===== src/common/pyrol_pkg.sv =====
package pyrol_pkg;

	// ------------------------------------------------------------
	// Packet layout
	// ------------------------------------------------------------
	localparam int PKT_W    = 28;
	localparam int CH_W     = 14;
	localparam int IR_MSB   = 27;
	localparam int IR_LSB   = 14;
	localparam int TEMP_MSB = 13;
	localparam int TEMP_LSB = 0;
	localparam int BITCNT_W = 5;

	// ------------------------------------------------------------
	// Out of range window of the infrared channel
	// ------------------------------------------------------------
	localparam logic [CH_W-1:0] OOR_LOW  = 14'h01FF;
	localparam logic [CH_W-1:0] OOR_HIGH = 14'h3E01;

	// ------------------------------------------------------------
	// Timing, in ns, and cycle counts at the 50 MHz clock
	// ------------------------------------------------------------
	localparam int CLK_NS                = 20;
	localparam int UPDATE_TIME_NS        = 1250000;
	localparam int INTERRUPT_PERIOD_NS   = 14600000;
	localparam int DISCHARGE_NS          = 16000000;
	localparam int INT_PULSE_NS          = 20000;
	localparam int HOST_PULSE_HIGH_MAX_NS = 2000;
	localparam int BIT_DRIVE_NS          = 20000;

	localparam int UPDATE_CYC    = (UPDATE_TIME_NS + CLK_NS - 1) / CLK_NS;
	localparam int INTERRUPT_CYC = (INTERRUPT_PERIOD_NS + CLK_NS - 1) / CLK_NS;
	localparam int DISCHARGE_CYC = DISCHARGE_NS / CLK_NS;
	localparam int INT_PULSE_CYC = INT_PULSE_NS / CLK_NS;
	localparam int HOST_HI_CYC   = (HOST_PULSE_HIGH_MAX_NS + CLK_NS - 1) / CLK_NS;
	localparam int BIT_DRIVE_CYC = BIT_DRIVE_NS / CLK_NS;

	localparam int TMR_W      = 20;
	localparam int FIFO_DEPTH = 32;

	// ------------------------------------------------------------
	// Link states
	// ------------------------------------------------------------
	typedef enum logic [2:0] {
		PYROL_IDLE,
		PYROL_INT_PULSE,
		PYROL_WAIT_LOW,
		PYROL_START_HI,
		PYROL_BIT_WAIT,
		PYROL_BIT_DELAY,
		PYROL_BIT_DRIVE,
		PYROL_DONE_LOW
	} pyrol_state_t;

endpackage


===== src/rtl/pyrol_link.sv =====
`timescale 1ns/1ps
`default_nettype none

// ------------------------------------------------------------
// Sample FIFO
// ------------------------------------------------------------
module pyrol_fifo
	import pyrol_pkg::*;
#(
	parameter int W     = PKT_W,
	parameter int DEPTH = FIFO_DEPTH
) (
	// Clock and reset
	input  wire logic         clock,
	input  wire logic         rst_n,
	// Filling side
	input  wire logic         in_valid,
	output var  logic         in_ready,
	input  wire logic [W-1:0] in_data,
	// Draining side
	output var  logic         out_valid,
	input  wire logic         out_ready,
	output logic      [W-1:0] out_data
);
	localparam int AW = $clog2(DEPTH);

	logic [W-1:0]  mem [DEPTH];
	logic [AW-1:0] wr_ptr_ff;
	logic [AW-1:0] rd_ptr_ff;
	logic [AW:0]   count_ff;
	logic [AW:0]   nxt_count;
	wire           push = in_valid && in_ready;
	wire           pop  = out_valid && out_ready;

	assign nxt_count = count_ff + (AW+1)'(push) - (AW+1)'(pop);
	assign out_data  = mem[rd_ptr_ff];

	always_ff @(posedge clock) begin
		if (push) begin
			mem[wr_ptr_ff] <= in_data;
		end
	end

	always_ff @(posedge clock or negedge rst_n) begin
		if (!rst_n) begin
			wr_ptr_ff <= '0;
			rd_ptr_ff <= '0;
			count_ff  <= '0;
			in_ready  <= 1'b0;
			out_valid <= 1'b0;
		end else begin
			wr_ptr_ff <= push ? AW'((wr_ptr_ff + 1'b1) % DEPTH) : wr_ptr_ff;
			rd_ptr_ff <= pop ? AW'((rd_ptr_ff + 1'b1) % DEPTH) : rd_ptr_ff;
			count_ff  <= nxt_count;
			in_ready  <= nxt_count < (AW+1)'(DEPTH);
			out_valid <= nxt_count != '0;
		end
	end
endmodule

// Contract
// - Packet: infrared 27..14, temperature 13..0
// - Both values unsigned 14-bit integers
// - Out-of-range infrared shorts input ~16 ms
// - Transfer begins with rising edge on wire
// - No forced start 14.6 ms: sensor drives high
// - Interrupt pulses recur periodically, typically 14.6 ms
// - Per host edge, drive low for 0
// - Long low aborts packet, values refresh
module pyrol_link
	import pyrol_pkg::*;
#(
	parameter logic [TMR_W-1:0] UPDATE_CYCLES    = TMR_W'(UPDATE_CYC),
	parameter logic [TMR_W-1:0] INTERRUPT_CYCLES = TMR_W'(INTERRUPT_CYC),
	parameter logic [TMR_W-1:0] DISCHARGE_CYCLES = TMR_W'(DISCHARGE_CYC),
	parameter int               DEPTH            = FIFO_DEPTH
) (
	// Clock and reset
	input  wire logic            clock,
	input  wire logic            rst_n,
	// Converter samples
	input  wire logic            sample_valid,
	output var  logic            sample_ready,
	input  wire logic [CH_W-1:0] infrared_reading,
	input  wire logic [CH_W-1:0] temp_reading,
	// Single-wire link
	input  wire logic            link_in,
	output var  logic            link_out_ff,
	output var  logic            link_oe_ff,
	// Sensing element discharge
	output var  logic            discharge_ff
);
	// ------------------------------------------------------------
	// Wire synchroniser and edge detect
	// ------------------------------------------------------------
	logic link_s1_ff;
	logic link_s2_ff;
	logic link_prev_ff;
	wire  link_hi   = link_s2_ff;
	wire  link_rise = link_s2_ff && !link_prev_ff;

	always_ff @(posedge clock or negedge rst_n) begin
		if (!rst_n) begin
			link_s1_ff   <= 1'b0;
			link_s2_ff   <= 1'b0;
			link_prev_ff <= 1'b0;
		end else begin
			link_s1_ff   <= link_in;
			link_s2_ff   <= link_s1_ff;
			link_prev_ff <= link_s2_ff;
		end
	end

	// ------------------------------------------------------------
	// Sample buffer and range check
	// ------------------------------------------------------------
	logic [PKT_W-1:0] fifo_out_data;
	logic             fifo_out_valid;
	wire  [PKT_W-1:0] sample_word = {infrared_reading, temp_reading};
	wire              sample_take = sample_valid && sample_ready;
	wire              out_of_range = (infrared_reading < OOR_LOW) || (infrared_reading > OOR_HIGH);
	wire              refresh;

	// Stalls the converter when the host reads slower than samples arrive
	pyrol_fifo #(
		.W     (PKT_W),
		.DEPTH (DEPTH)
	) u_fifo (
		.clock     (clock),
		.rst_n     (rst_n),
		.in_valid  (sample_valid),
		.in_ready  (sample_ready),
		.in_data   (sample_word),
		.out_valid (fifo_out_valid),
		.out_ready (refresh),
		.out_data  (fifo_out_data)
	);

	logic [TMR_W-1:0] dis_cnt_ff;
	wire              dis_start = sample_take && out_of_range;

	always_ff @(posedge clock or negedge rst_n) begin
		if (!rst_n) begin
			dis_cnt_ff   <= '0;
			discharge_ff <= 1'b0;
		end else begin
			dis_cnt_ff   <= dis_start ? DISCHARGE_CYCLES : (dis_cnt_ff != '0 ? dis_cnt_ff - 1'b1 : '0);
			discharge_ff <= dis_start || dis_cnt_ff > 1;
		end
	end

	// ------------------------------------------------------------
	// Link sequencer
	// ------------------------------------------------------------
	pyrol_state_t         state_ff;
	pyrol_state_t         nxt_state;
	logic [TMR_W-1:0]     tmr_ff;
	logic [TMR_W-1:0]     lo_cnt_ff;
	logic [PKT_W-1:0]     shift_ff;
	logic [PKT_W-1:0]     pkt_ff;
	logic [BITCNT_W-1:0]  bits_left_ff;

	wire  waiting_low = (state_ff == PYROL_BIT_WAIT) || (state_ff == PYROL_DONE_LOW);
	wire  update_due  = waiting_low && !link_hi && lo_cnt_ff >= UPDATE_CYCLES;
	assign refresh = update_due;
	wire  [PKT_W-1:0] pkt_next = fifo_out_valid ? fifo_out_data : pkt_ff;
	wire  idle_expire = (state_ff == PYROL_IDLE) && !link_rise && tmr_ff >= INTERRUPT_CYCLES;
	wire  delay_done  = (state_ff == PYROL_BIT_DELAY) && tmr_ff >= TMR_W'(HOST_HI_CYC);
	wire  drive_done  = (state_ff == PYROL_BIT_DRIVE) && tmr_ff >= TMR_W'(BIT_DRIVE_CYC);
	wire  last_bit    = bits_left_ff == BITCNT_W'(1);
	wire  nxt_oe;
	wire  state_moves = nxt_state != state_ff;

	always_comb begin
		nxt_state = state_ff;
		unique case (state_ff)
			PYROL_IDLE: begin
				if (link_rise) begin
					nxt_state = PYROL_START_HI;
				end else if (idle_expire) begin
					nxt_state = PYROL_INT_PULSE;
				end
			end
			PYROL_INT_PULSE: begin
				if (tmr_ff >= TMR_W'(INT_PULSE_CYC)) begin
					nxt_state = PYROL_WAIT_LOW;
				end
			end
			PYROL_WAIT_LOW, PYROL_START_HI: begin
				if (!link_hi) begin
					nxt_state = PYROL_BIT_WAIT;
				end
			end
			PYROL_BIT_WAIT: begin
				if (update_due) begin
					nxt_state = PYROL_IDLE;
				end else if (link_rise) begin
					nxt_state = PYROL_BIT_DELAY;
				end
			end
			PYROL_BIT_DELAY: begin
				if (delay_done) begin
					nxt_state = PYROL_BIT_DRIVE;
				end
			end
			PYROL_BIT_DRIVE: begin
				if (drive_done) begin
					nxt_state = last_bit ? PYROL_DONE_LOW : PYROL_BIT_WAIT;
				end
			end
			PYROL_DONE_LOW: begin
				if (update_due) begin
					nxt_state = PYROL_IDLE;
				end
			end
		endcase
	end

	// Drive only for an interrupt pulse or a zero bit; a one is the host's high left floating
	assign nxt_oe = (nxt_state == PYROL_INT_PULSE) ||
	                ((nxt_state == PYROL_BIT_DRIVE) && !shift_ff[PKT_W-1]);

	always_ff @(posedge clock or negedge rst_n) begin
		if (!rst_n) begin
			state_ff <= PYROL_IDLE;
			tmr_ff   <= '0;
		end else begin
			state_ff <= nxt_state;
			tmr_ff   <= state_moves ? '0 : tmr_ff + 1'b1;
		end
	end

	always_ff @(posedge clock or negedge rst_n) begin
		if (!rst_n) begin
			lo_cnt_ff <= '0;
		end else begin
			lo_cnt_ff <= (waiting_low && !link_hi) ? lo_cnt_ff + 1'b1 : '0;
		end
	end

	always_ff @(posedge clock or negedge rst_n) begin
		if (!rst_n) begin
			shift_ff     <= '0;
			pkt_ff       <= '0;
			bits_left_ff <= BITCNT_W'(PKT_W);
		end else if (refresh) begin
			// Empty buffer: replay the last loaded packet, not the shifted-out remains
			shift_ff     <= pkt_next;
			pkt_ff       <= pkt_next;
			bits_left_ff <= BITCNT_W'(PKT_W);
		end else if (drive_done) begin
			shift_ff     <= {shift_ff[PKT_W-2:0], 1'b0};
			bits_left_ff <= bits_left_ff - 1'b1;
		end
	end

	always_ff @(posedge clock or negedge rst_n) begin
		if (!rst_n) begin
			link_out_ff <= 1'b0;
			link_oe_ff  <= 1'b0;
		end else begin
			link_out_ff <= nxt_state == PYROL_INT_PULSE;
			link_oe_ff  <= nxt_oe;
		end
	end

	// ------------------------------------------------------------
	// Checks
	// ------------------------------------------------------------
	pkt_load_a: assert property (@(posedge clock) disable iff (!rst_n)
		refresh && fifo_out_valid |=> shift_ff == $past(fifo_out_data) && bits_left_ff == BITCNT_W'(PKT_W))
		else $error("packet not loaded from buffer on refresh");

	oor_start_a: assert property (@(posedge clock) disable iff (!rst_n)
		dis_start |=> discharge_ff [*8])
		else $error("discharge not held after out of range sample");

	in_range_a: assert property (@(posedge clock) disable iff (!rst_n)
		sample_take && infrared_reading >= OOR_LOW && infrared_reading <= OOR_HIGH && dis_cnt_ff == '0
		|=> !discharge_ff)
		else $error("discharge raised for in range sample");

	start_edge_a: assert property (@(posedge clock) disable iff (!rst_n)
		state_ff == PYROL_IDLE && link_rise |=> state_ff == PYROL_START_HI && !link_oe_ff)
		else $error("rising edge did not start a transfer");

	int_fire_a: assert property (@(posedge clock) disable iff (!rst_n)
		idle_expire |=> link_oe_ff && link_out_ff)
		else $error("no interrupt pulse after idle time");

	int_pulse_a: assert property (@(posedge clock) disable iff (!rst_n)
		$rose(link_oe_ff && link_out_ff) |-> (link_oe_ff && link_out_ff) [*8])
		else $error("interrupt pulse too short");

	bit_level_a: assert property (@(posedge clock) disable iff (!rst_n)
		state_ff == PYROL_BIT_DRIVE |-> link_oe_ff == !shift_ff[PKT_W-1] && !link_out_ff)
		else $error("driven level does not match packet bit");

	bit_order_a: assert property (@(posedge clock) disable iff (!rst_n)
		drive_done && !refresh |=> shift_ff == {$past(shift_ff[PKT_W-2:0]), 1'b0})
		else $error("packet not shifted msb first");

	abort_a: assert property (@(posedge clock) disable iff (!rst_n)
		update_due |=> state_ff == PYROL_IDLE ##1 !link_oe_ff)
		else $error("long low did not end the packet");

	pkt_keep_a: assert property (@(posedge clock) disable iff (!rst_n)
		refresh && !fifo_out_valid |=> shift_ff == $past(pkt_ff))
		else $error("packet not replayed on refresh with empty buffer");
endmodule

`default_nettype wire


===== config.mk =====
export PLATFORM = sky130hd
export DESIGN_NAME = pyrol_link
export DESIGN_NICKNAME = d
export VERILOG_FILES = /design/src/common/pyrol_pkg.sv /design/src/rtl/pyrol_link.sv
export SDC_FILE = /design/constraint.sdc
export NUM_CORES = 1
export LEC_CHECK = 0
export BUFFER_PORTS_ARGS = -buffer_cell sky130_fd_sc_hd__buf_4
export CAP_MARGIN = 0
export CORE_UTILIZATION = 35
export DETAILED_ROUTE_END_ITERATION = 10
export GPL_ROUTABILITY_DRIVEN = 1
export PLACE_DENSITY = 0.58
export SETUP_SLACK_MARGIN = 0.4
export SLEW_MARGIN = 25
export SYNTH_ARGS = -nofsm -noshare
export SYNTH_HDL_FRONTEND = slang
export SYNTH_SLANG_ARGS = --single-unit

===== constraint.sdc =====
create_clock -name clock -period 3.4 [get_ports clock]
set_input_delay 0.34 -clock clock [delete_from_list [all_inputs] [get_ports clock]]
set_output_delay 0.34 -clock clock [all_outputs]
set_load 0.02 [all_outputs]

==> qor.yml, run 1 <==
nets: 2398
dieArea_um2: 119500
combPwrFrac: 0.086
clk_pin_slew_ps: 60
synthMuxAreaShare: 0.1497
clkPwrFrac: 0.402
ys_ff_latch: 1044
clk_latency_ps: 720
setup_viol: 0
drtPass1Iterations: 5
synth_fa_ha_area_frac: 0.006539
cts-buffers-inserted: 107
cap_violations: 0
drt_iter0_drc: 1997
slew_headroom: 0.3825
skew_ps: 43.71
fmax_mhz: 343.4
tightestPinTransition_ps: 926.3
clockBufferDepth: 3
yosys_warnings: 0
p_per_area_nw_per_um2: 598.6
yosys.area_share.simple: 0.04120
yosysUniqueCellTypes: 54
yosysTopAreaCell: "edfxtp_1"
dr_total_vias: 21030
drc_errors: 0
hold_depth: 1
synth-compound-area-share: 0.03397
cts.sinks: 1044
cts_tree: "yes"
synth_edf_count: 896
syn_inst: 2210
die_h_um: 345.6
hold_viol: 0
critPathKind: "reg -> reg"
final-max-slew-violation-count: 0
cts-root-buf: "clkbuf_16"
synth-xor-area-share: 0.01356
critical_path_arrival_ps: 3510
min_from: "temp_reading[5]"
io_buffers: 35
yosysTopAreaCellShare: 0.6510
final_common_cell: "edfxtp_1"
tns_ps: 0
hpwl_mm: 53.24
wl_per_cell_um: 24.78
swShare: 0.2405
synth_area_um2: 41330
synthesis.nets: 2263
required_ps: 3990
synth-async-reset-ratio: 0.1418
yosysSeqAreaShare: 0.7407
worstReg2RegEnd: "tmr_ff[13]"
synthTopCellsByArea: "edfxtp_1 65%, mux4_2 12%, dfrtp_1 8.8%"
antenna_found_initial: 3
placed_cell_area_um2: 44360
start_util: 0.3543
reg2reg_depth: 8
start_kind: "flip-flop"
fin_crit_ps: 2912
status: "complete, no violations"
power.leakage_nw: 15.44
core_area_um2: 116700
power.switching_w: 0.006929
synth_flop_cell: "edfxtp_1"
final_cell_mix: "896 x edfxtp_1, 224 x mux4_2, 139 x dfrtp_1"
synth_top_family_by_area: "multiplexers"
grt_pass1_wl_mm: 144.3
p_int_w: 0.02188
drive_above_1_share: 0.2400
r2r_slack_ps: 490
grt_usage: 0.1630
htreeDepth: 3
min_path_type: "in -> reg"
irDropWorstVdd_mv: 0.4323
holdWs_ps: 31.84
min_period_over_period: 0.8564
grt_pass1_vias: 21840
ant_nets: 0
dieWidth_um: 345.6
p_seq_frac: 0.513
crit_path_end_kind: "flip-flop"
min_to: "u_fifo.mem[22][5]"
grt-ovfl-total: 0
rows: 125
postLayoutCellArea_um2: 48130
grt_max_degree: 120
gp_congestion: 0.7479
worstPathMaxFanout: 6
syn_area_per_cell_um2: 18.70
routed_wl_mm: 98.10
rsz0062_at_grt: "yes"
post-route-util: 0.4125
areaGrowthSynthToFinish_pct: 16.45
r2r-start: "tmr_ff[14]"
ios: 36
drt-vias-per-instance: 5.313
-- logic make-up after synthesis --
family,count (synthesis)
AO/OA/AOI/OAI,226
multiplexers,338
adder cells (fa/ha/maj),21
flip-flops,1044
AND/OR/NAND/NOR,371
XOR/XNOR,64
buffers and inverters,146
-- synth_stat cells (2+ instances only) --
cell type    n
or3b_2       2
edfxtp_1   896
or3_1       11
buf_1       19
and3_1      10
a22oi_1     56
mux4_2     224
a211oi_1    28
and2_1      31
a21oi_1     72
o31ai_1      4
buf_6        2
o211ai_1     2
a31oi_1      2
nand4_1      7
or4_1        4
o21ai_0     51
dfstp_2      3
nor4_1       8
buf_2       25
nor2_1     142
inv_1       33
clkbuf_1    67
nor2b_1      5
or2_2        2
xnor2_1     38
a21o_1       2
nand3_1     23
nor3_1      16
dfrtp_1    145
nand2b_1     3
nand3b_1     3
mux2i_1    113
xor2_1      26
nand2_1     97
ha_1        20
-- metrics by stage --
step / cells / setup WS, ps / power [W]
global placement: 3740 / 130.5 / 0.01714
floorplan: 2210 / 434.9 / 0.01625
finish: 3958 / 488.2 / 0.02881
CTS: 3946 / 403.9 / 0.02883
detailed placement: 3740 / 146.0 / 0.01726
global route: 3957 / 357.0 / 0.02981
-- power by group through the flow --
stage                     sequential [W]  combinational, W  clock [W]
after floorplan                   0.0149           0.00132          0
final                             0.0148           0.00246     0.0116
after global routing              0.0148           0.00271     0.0123
after global placement            0.0150           0.00214          0
after CTS                         0.0148           0.00225     0.0118
after detailed placement          0.0150           0.00222          0
-- worst max path at each step --
stage	startpoint	to	slack, ps	depth (start not counted)
final	tmr_ff[14]	tmr_ff[13]	490	8
after global routing	tmr_ff[14]	tmr_ff[11]	360	8
after CTS	lo_cnt_ff[4]	u_fifo.out_valid	400	17
after detailed placement	lo_cnt_ff[9]	u_fifo.out_valid	150	17
after global placement	lo_cnt_ff[8]	u_fifo.out_valid	130	17
after floorplan	lo_cnt_ff[8]	u_fifo.out_valid	430	17
-- critical path, cell delays in order, from the launching register on --
cell and delay (ps):
dfrtp_1 420, or4_1 540, or4_4 560, or2_4 300, a221oi_4 350, o211ai_1 190
o311ai_2 160, buf_4 230, nor2_1 50
-- timing repair --
action	CTS	global route
resized for setup	6	29
cloned	0	2
hold endpoints to repair	178	0
endpoints found under the setup margin	4	24
hold buffers	7	0
setup buffers	2	9
pin swaps	3	16
-- layer usage --
metal	wire length, µm	track usage
met1	41350	0.2140
met2	48500	0.2740
met3	5592	0.02985
met4	2613	0.05215
met5	46	0
-- area by class of cell --
class / count / area, µm²
Clock buffer: 124 / 2763
Sequential cell: 1044 / 30630
Timing Repair Buffer: 139 / 1473
Tap cell: 1524 / 1907
Antenna cell: 1 / 2.502
Fill cell: 10280 / 68540
Multi-Input combinational cell: 1020 / 10530
Inverter: 33 / 123.9
Clock inverter: 73 / 709.4
-- flip-flops by register name, indices dropped and copies added (netlist names), 3 cells and up --
name              count
bits_left_ff          5
dis_cnt_ff           20
lo_cnt_ff            20
pkt_ff               28
shift_ff             28
state_ff              3
tmr_ff               20
u_fifo.count_ff       6
u_fifo.mem          896
u_fifo.rd_ptr_ff      5
u_fifo.wr_ptr_ff      5
Power figures use the tool's default switching activity.
==> inputs of run 2 (changes only) <==
--- a/config.mk
+++ b/config.mk
@@ -11,6 +11,7 @@
 export DETAILED_ROUTE_END_ITERATION = 10
 export GPL_ROUTABILITY_DRIVEN = 1
 export PLACE_DENSITY = 0.58
+export RECOVER_POWER = 100
 export SETUP_SLACK_MARGIN = 0.4
 export SLEW_MARGIN = 25
 export SYNTH_ARGS = -nofsm -noshare
==> qor.yml, run 2 (same netlist as run 1, synthesis figures left out) <==
antenna_cells: 0
worstPathMaxFanout: 13
start_util: 0.3543
clockBufferDepth: 3
core_area_um2: 116700
slowest_delay_ps: 890
gp_congestion: 0.7479
top_register: "u_fifo.mem"
status: "finished, violations left"
tns_ps: 0
final_cell_mix: "896 x edfxtp_1, 224 x mux4_2, 139 x dfrtp_1"
combPwrFrac: 0.081
skew_ps: 46.07
grt-ovfl-total: 0
fmax_mhz: 326.2
power.switching_w: 0.006848
drt_iter0_drc: 1941
grt_pass1_vias: 21840
min_period_over_period: 0.9015
drtPass1Iterations: 5
grt_pass1_wl_mm: 144.3
start_kind: "flip-flop"
dieWidth_um: 345.6
drive_above_1_share: 0.2121
htreeDepth: 3
fillers: 10340
largest_register_ffs: 896
ios: 36
drc_errors: 0
power.leakage_nw: 15.20
place_inst: 3740
reg.largest.list: "u_fifo.mem: 896 flops, pkt_ff: 28 flops, shift_ff: 28 flops"
cp_num_buf_inv: 2
critical_path.top_delay_family: "simple AND/OR/NAND/NOR gates"
drt-vias-per-instance: 5.334
die_h_um: 345.6
p_per_area_nw_per_um2: 601.5
p_seq_frac: 0.516
power_w: 0.02869
cts-root-buf: "clkbuf_16"
required_ps: 3800
antenna_found_initial: 4
dr_total_vias: 21110
cts-buffers-inserted: 107
clk_pin_slew_ps: 60
critical_path_arrival_ps: 3460
critPathKind: "reg -> reg"
routed_wl_mm: 98.12
clkPwrFrac: 0.404
grt_usage: 0.1630
slew_headroom: -0.04665
cts_tree: "yes"
rsz0062_at_grt: "yes"
final_common_cell: "edfxtp_1"
fin_cells: 3957
holdWs_ps: 310.7
areaGrowthSynthToFinish_pct: 15.38
io_buffers: 35
swShare: 0.2387
crit_path_end_kind: "flip-flop"
hold_viol: 0
slowest_stage: "nor2_2"
setup_viol: 0
wl_per_cell_um: 24.80
violations: "capacitance limit, slew limit"
cts.sinks: 1044
dieArea_um2: 119500
final-max-slew-violation-count: 104
grt_max_degree: 120
min_path_type: "in -> async"
hpwl_mm: 53.24
fin_crit_ps: 3065
irDropWorstVdd_mv: 0.4386
rows: 125
cap_violations: 3
tightestPinTransition_ps: 1570
p_int_w: 0.02184
nets: 2398
crit_chain: "and2_0, nand2_1, clkbuf_1, nor2_2, buf_4"
post-route-util: 0.4087
clk_latency_ps: 720
ant_nets: 0
run 2: changes by cell type in the layout (fill, tap and decap cells not counted), moves of 2 or more:
cell and delta:
nor2_1 +24, and2_0 +2, clkbuf_2 +9, and2_1 -2, buf_12 -3, nor2_2 +5
buf_4 -53, clkbuf_1 +40, clkbuf_4 +7, nor2_4 -29
run 2: timing repair:
item,in CTS,in global routing
endpoints found under the setup margin,4,24
buffers inserted,2,9
hold endpoints to repair,178,0
hold buffers,7,0
cloned,0,2
pin swaps,3,16
gates resized for setup,6,29
run 2: layout make-up:
type / instances / area [µm²] / share of cell area
flip-flops and latches: 1044 / 30630 / 0.6423
inverters: 33 / 123.9 / 0.002598
multi-input cells: 1020 / 10290 / 0.2159
repair buffers: 139 / 1262 / 0.02647
well taps: 1524 / 1907 / 0.03999
clock inverters: 73 / 709.4 / 0.01488
clock buffers: 124 / 2763 / 0.05793
run 2: power by group through the flow:
stage | combinational (W) | clock (W) | sequential, W
6_report | 0.00231 | 0.0116 | 0.0148
5_1_grt | 0.00255 | 0.0123 | 0.0148
4_1_cts | 0.00225 | 0.0118 | 0.0148
3_5_place_dp | 0.00222 | 0 | 0.0150
3_3_place_gp | 0.00214 | 0 | 0.0150
2_1_floorplan | 0.00132 | 0 | 0.0149
run 2: worst paths after layout:
| kind | slack [ps] | cells past startpoint | to | from |
|---|---|---|---|---|
| setup / recovery | 330 | 5 | u_fifo.mem[25][8] | u_fifo.in_ready |
| hold / removal | 310 | 2 | link_out_ff | rst_n |
| setup reg to reg | 330 | 5 | u_fifo.mem[25][8] | u_fifo.in_ready |
| hold reg to reg | 420 | 0 | link_hi | link_s1_ff |
| max in group asynchronous | 1450 | 3 | pkt_ff[6] | rst_n |
| min in group clock | 330 | 2 | link_s1_ff | link_in |
run 2: routing by layer:
| layer | share of wire | GRT usage | vias to the layer above |
|---|---|---|---|
| li1 | - | - | 9077 |
| met1 | 0.42 | 0.2140 | 11230 |
| met3 | 0.057 | 0.02985 | 162 |
| met4 | 0.027 | 0.05215 | 8 |
| met2 | 0.49 | 0.2740 | 634 |
| met5 | 0.00057 | 0 | - |
run 2: through the flow:
step                setup slack, ps  instance area, µm²
floorplan                     434.9               41330
global placement              130.5               44360
detailed placement            146.0               44360
CTS                           403.9               47940
global route                  181.9               47690
finish                        334.9               47690
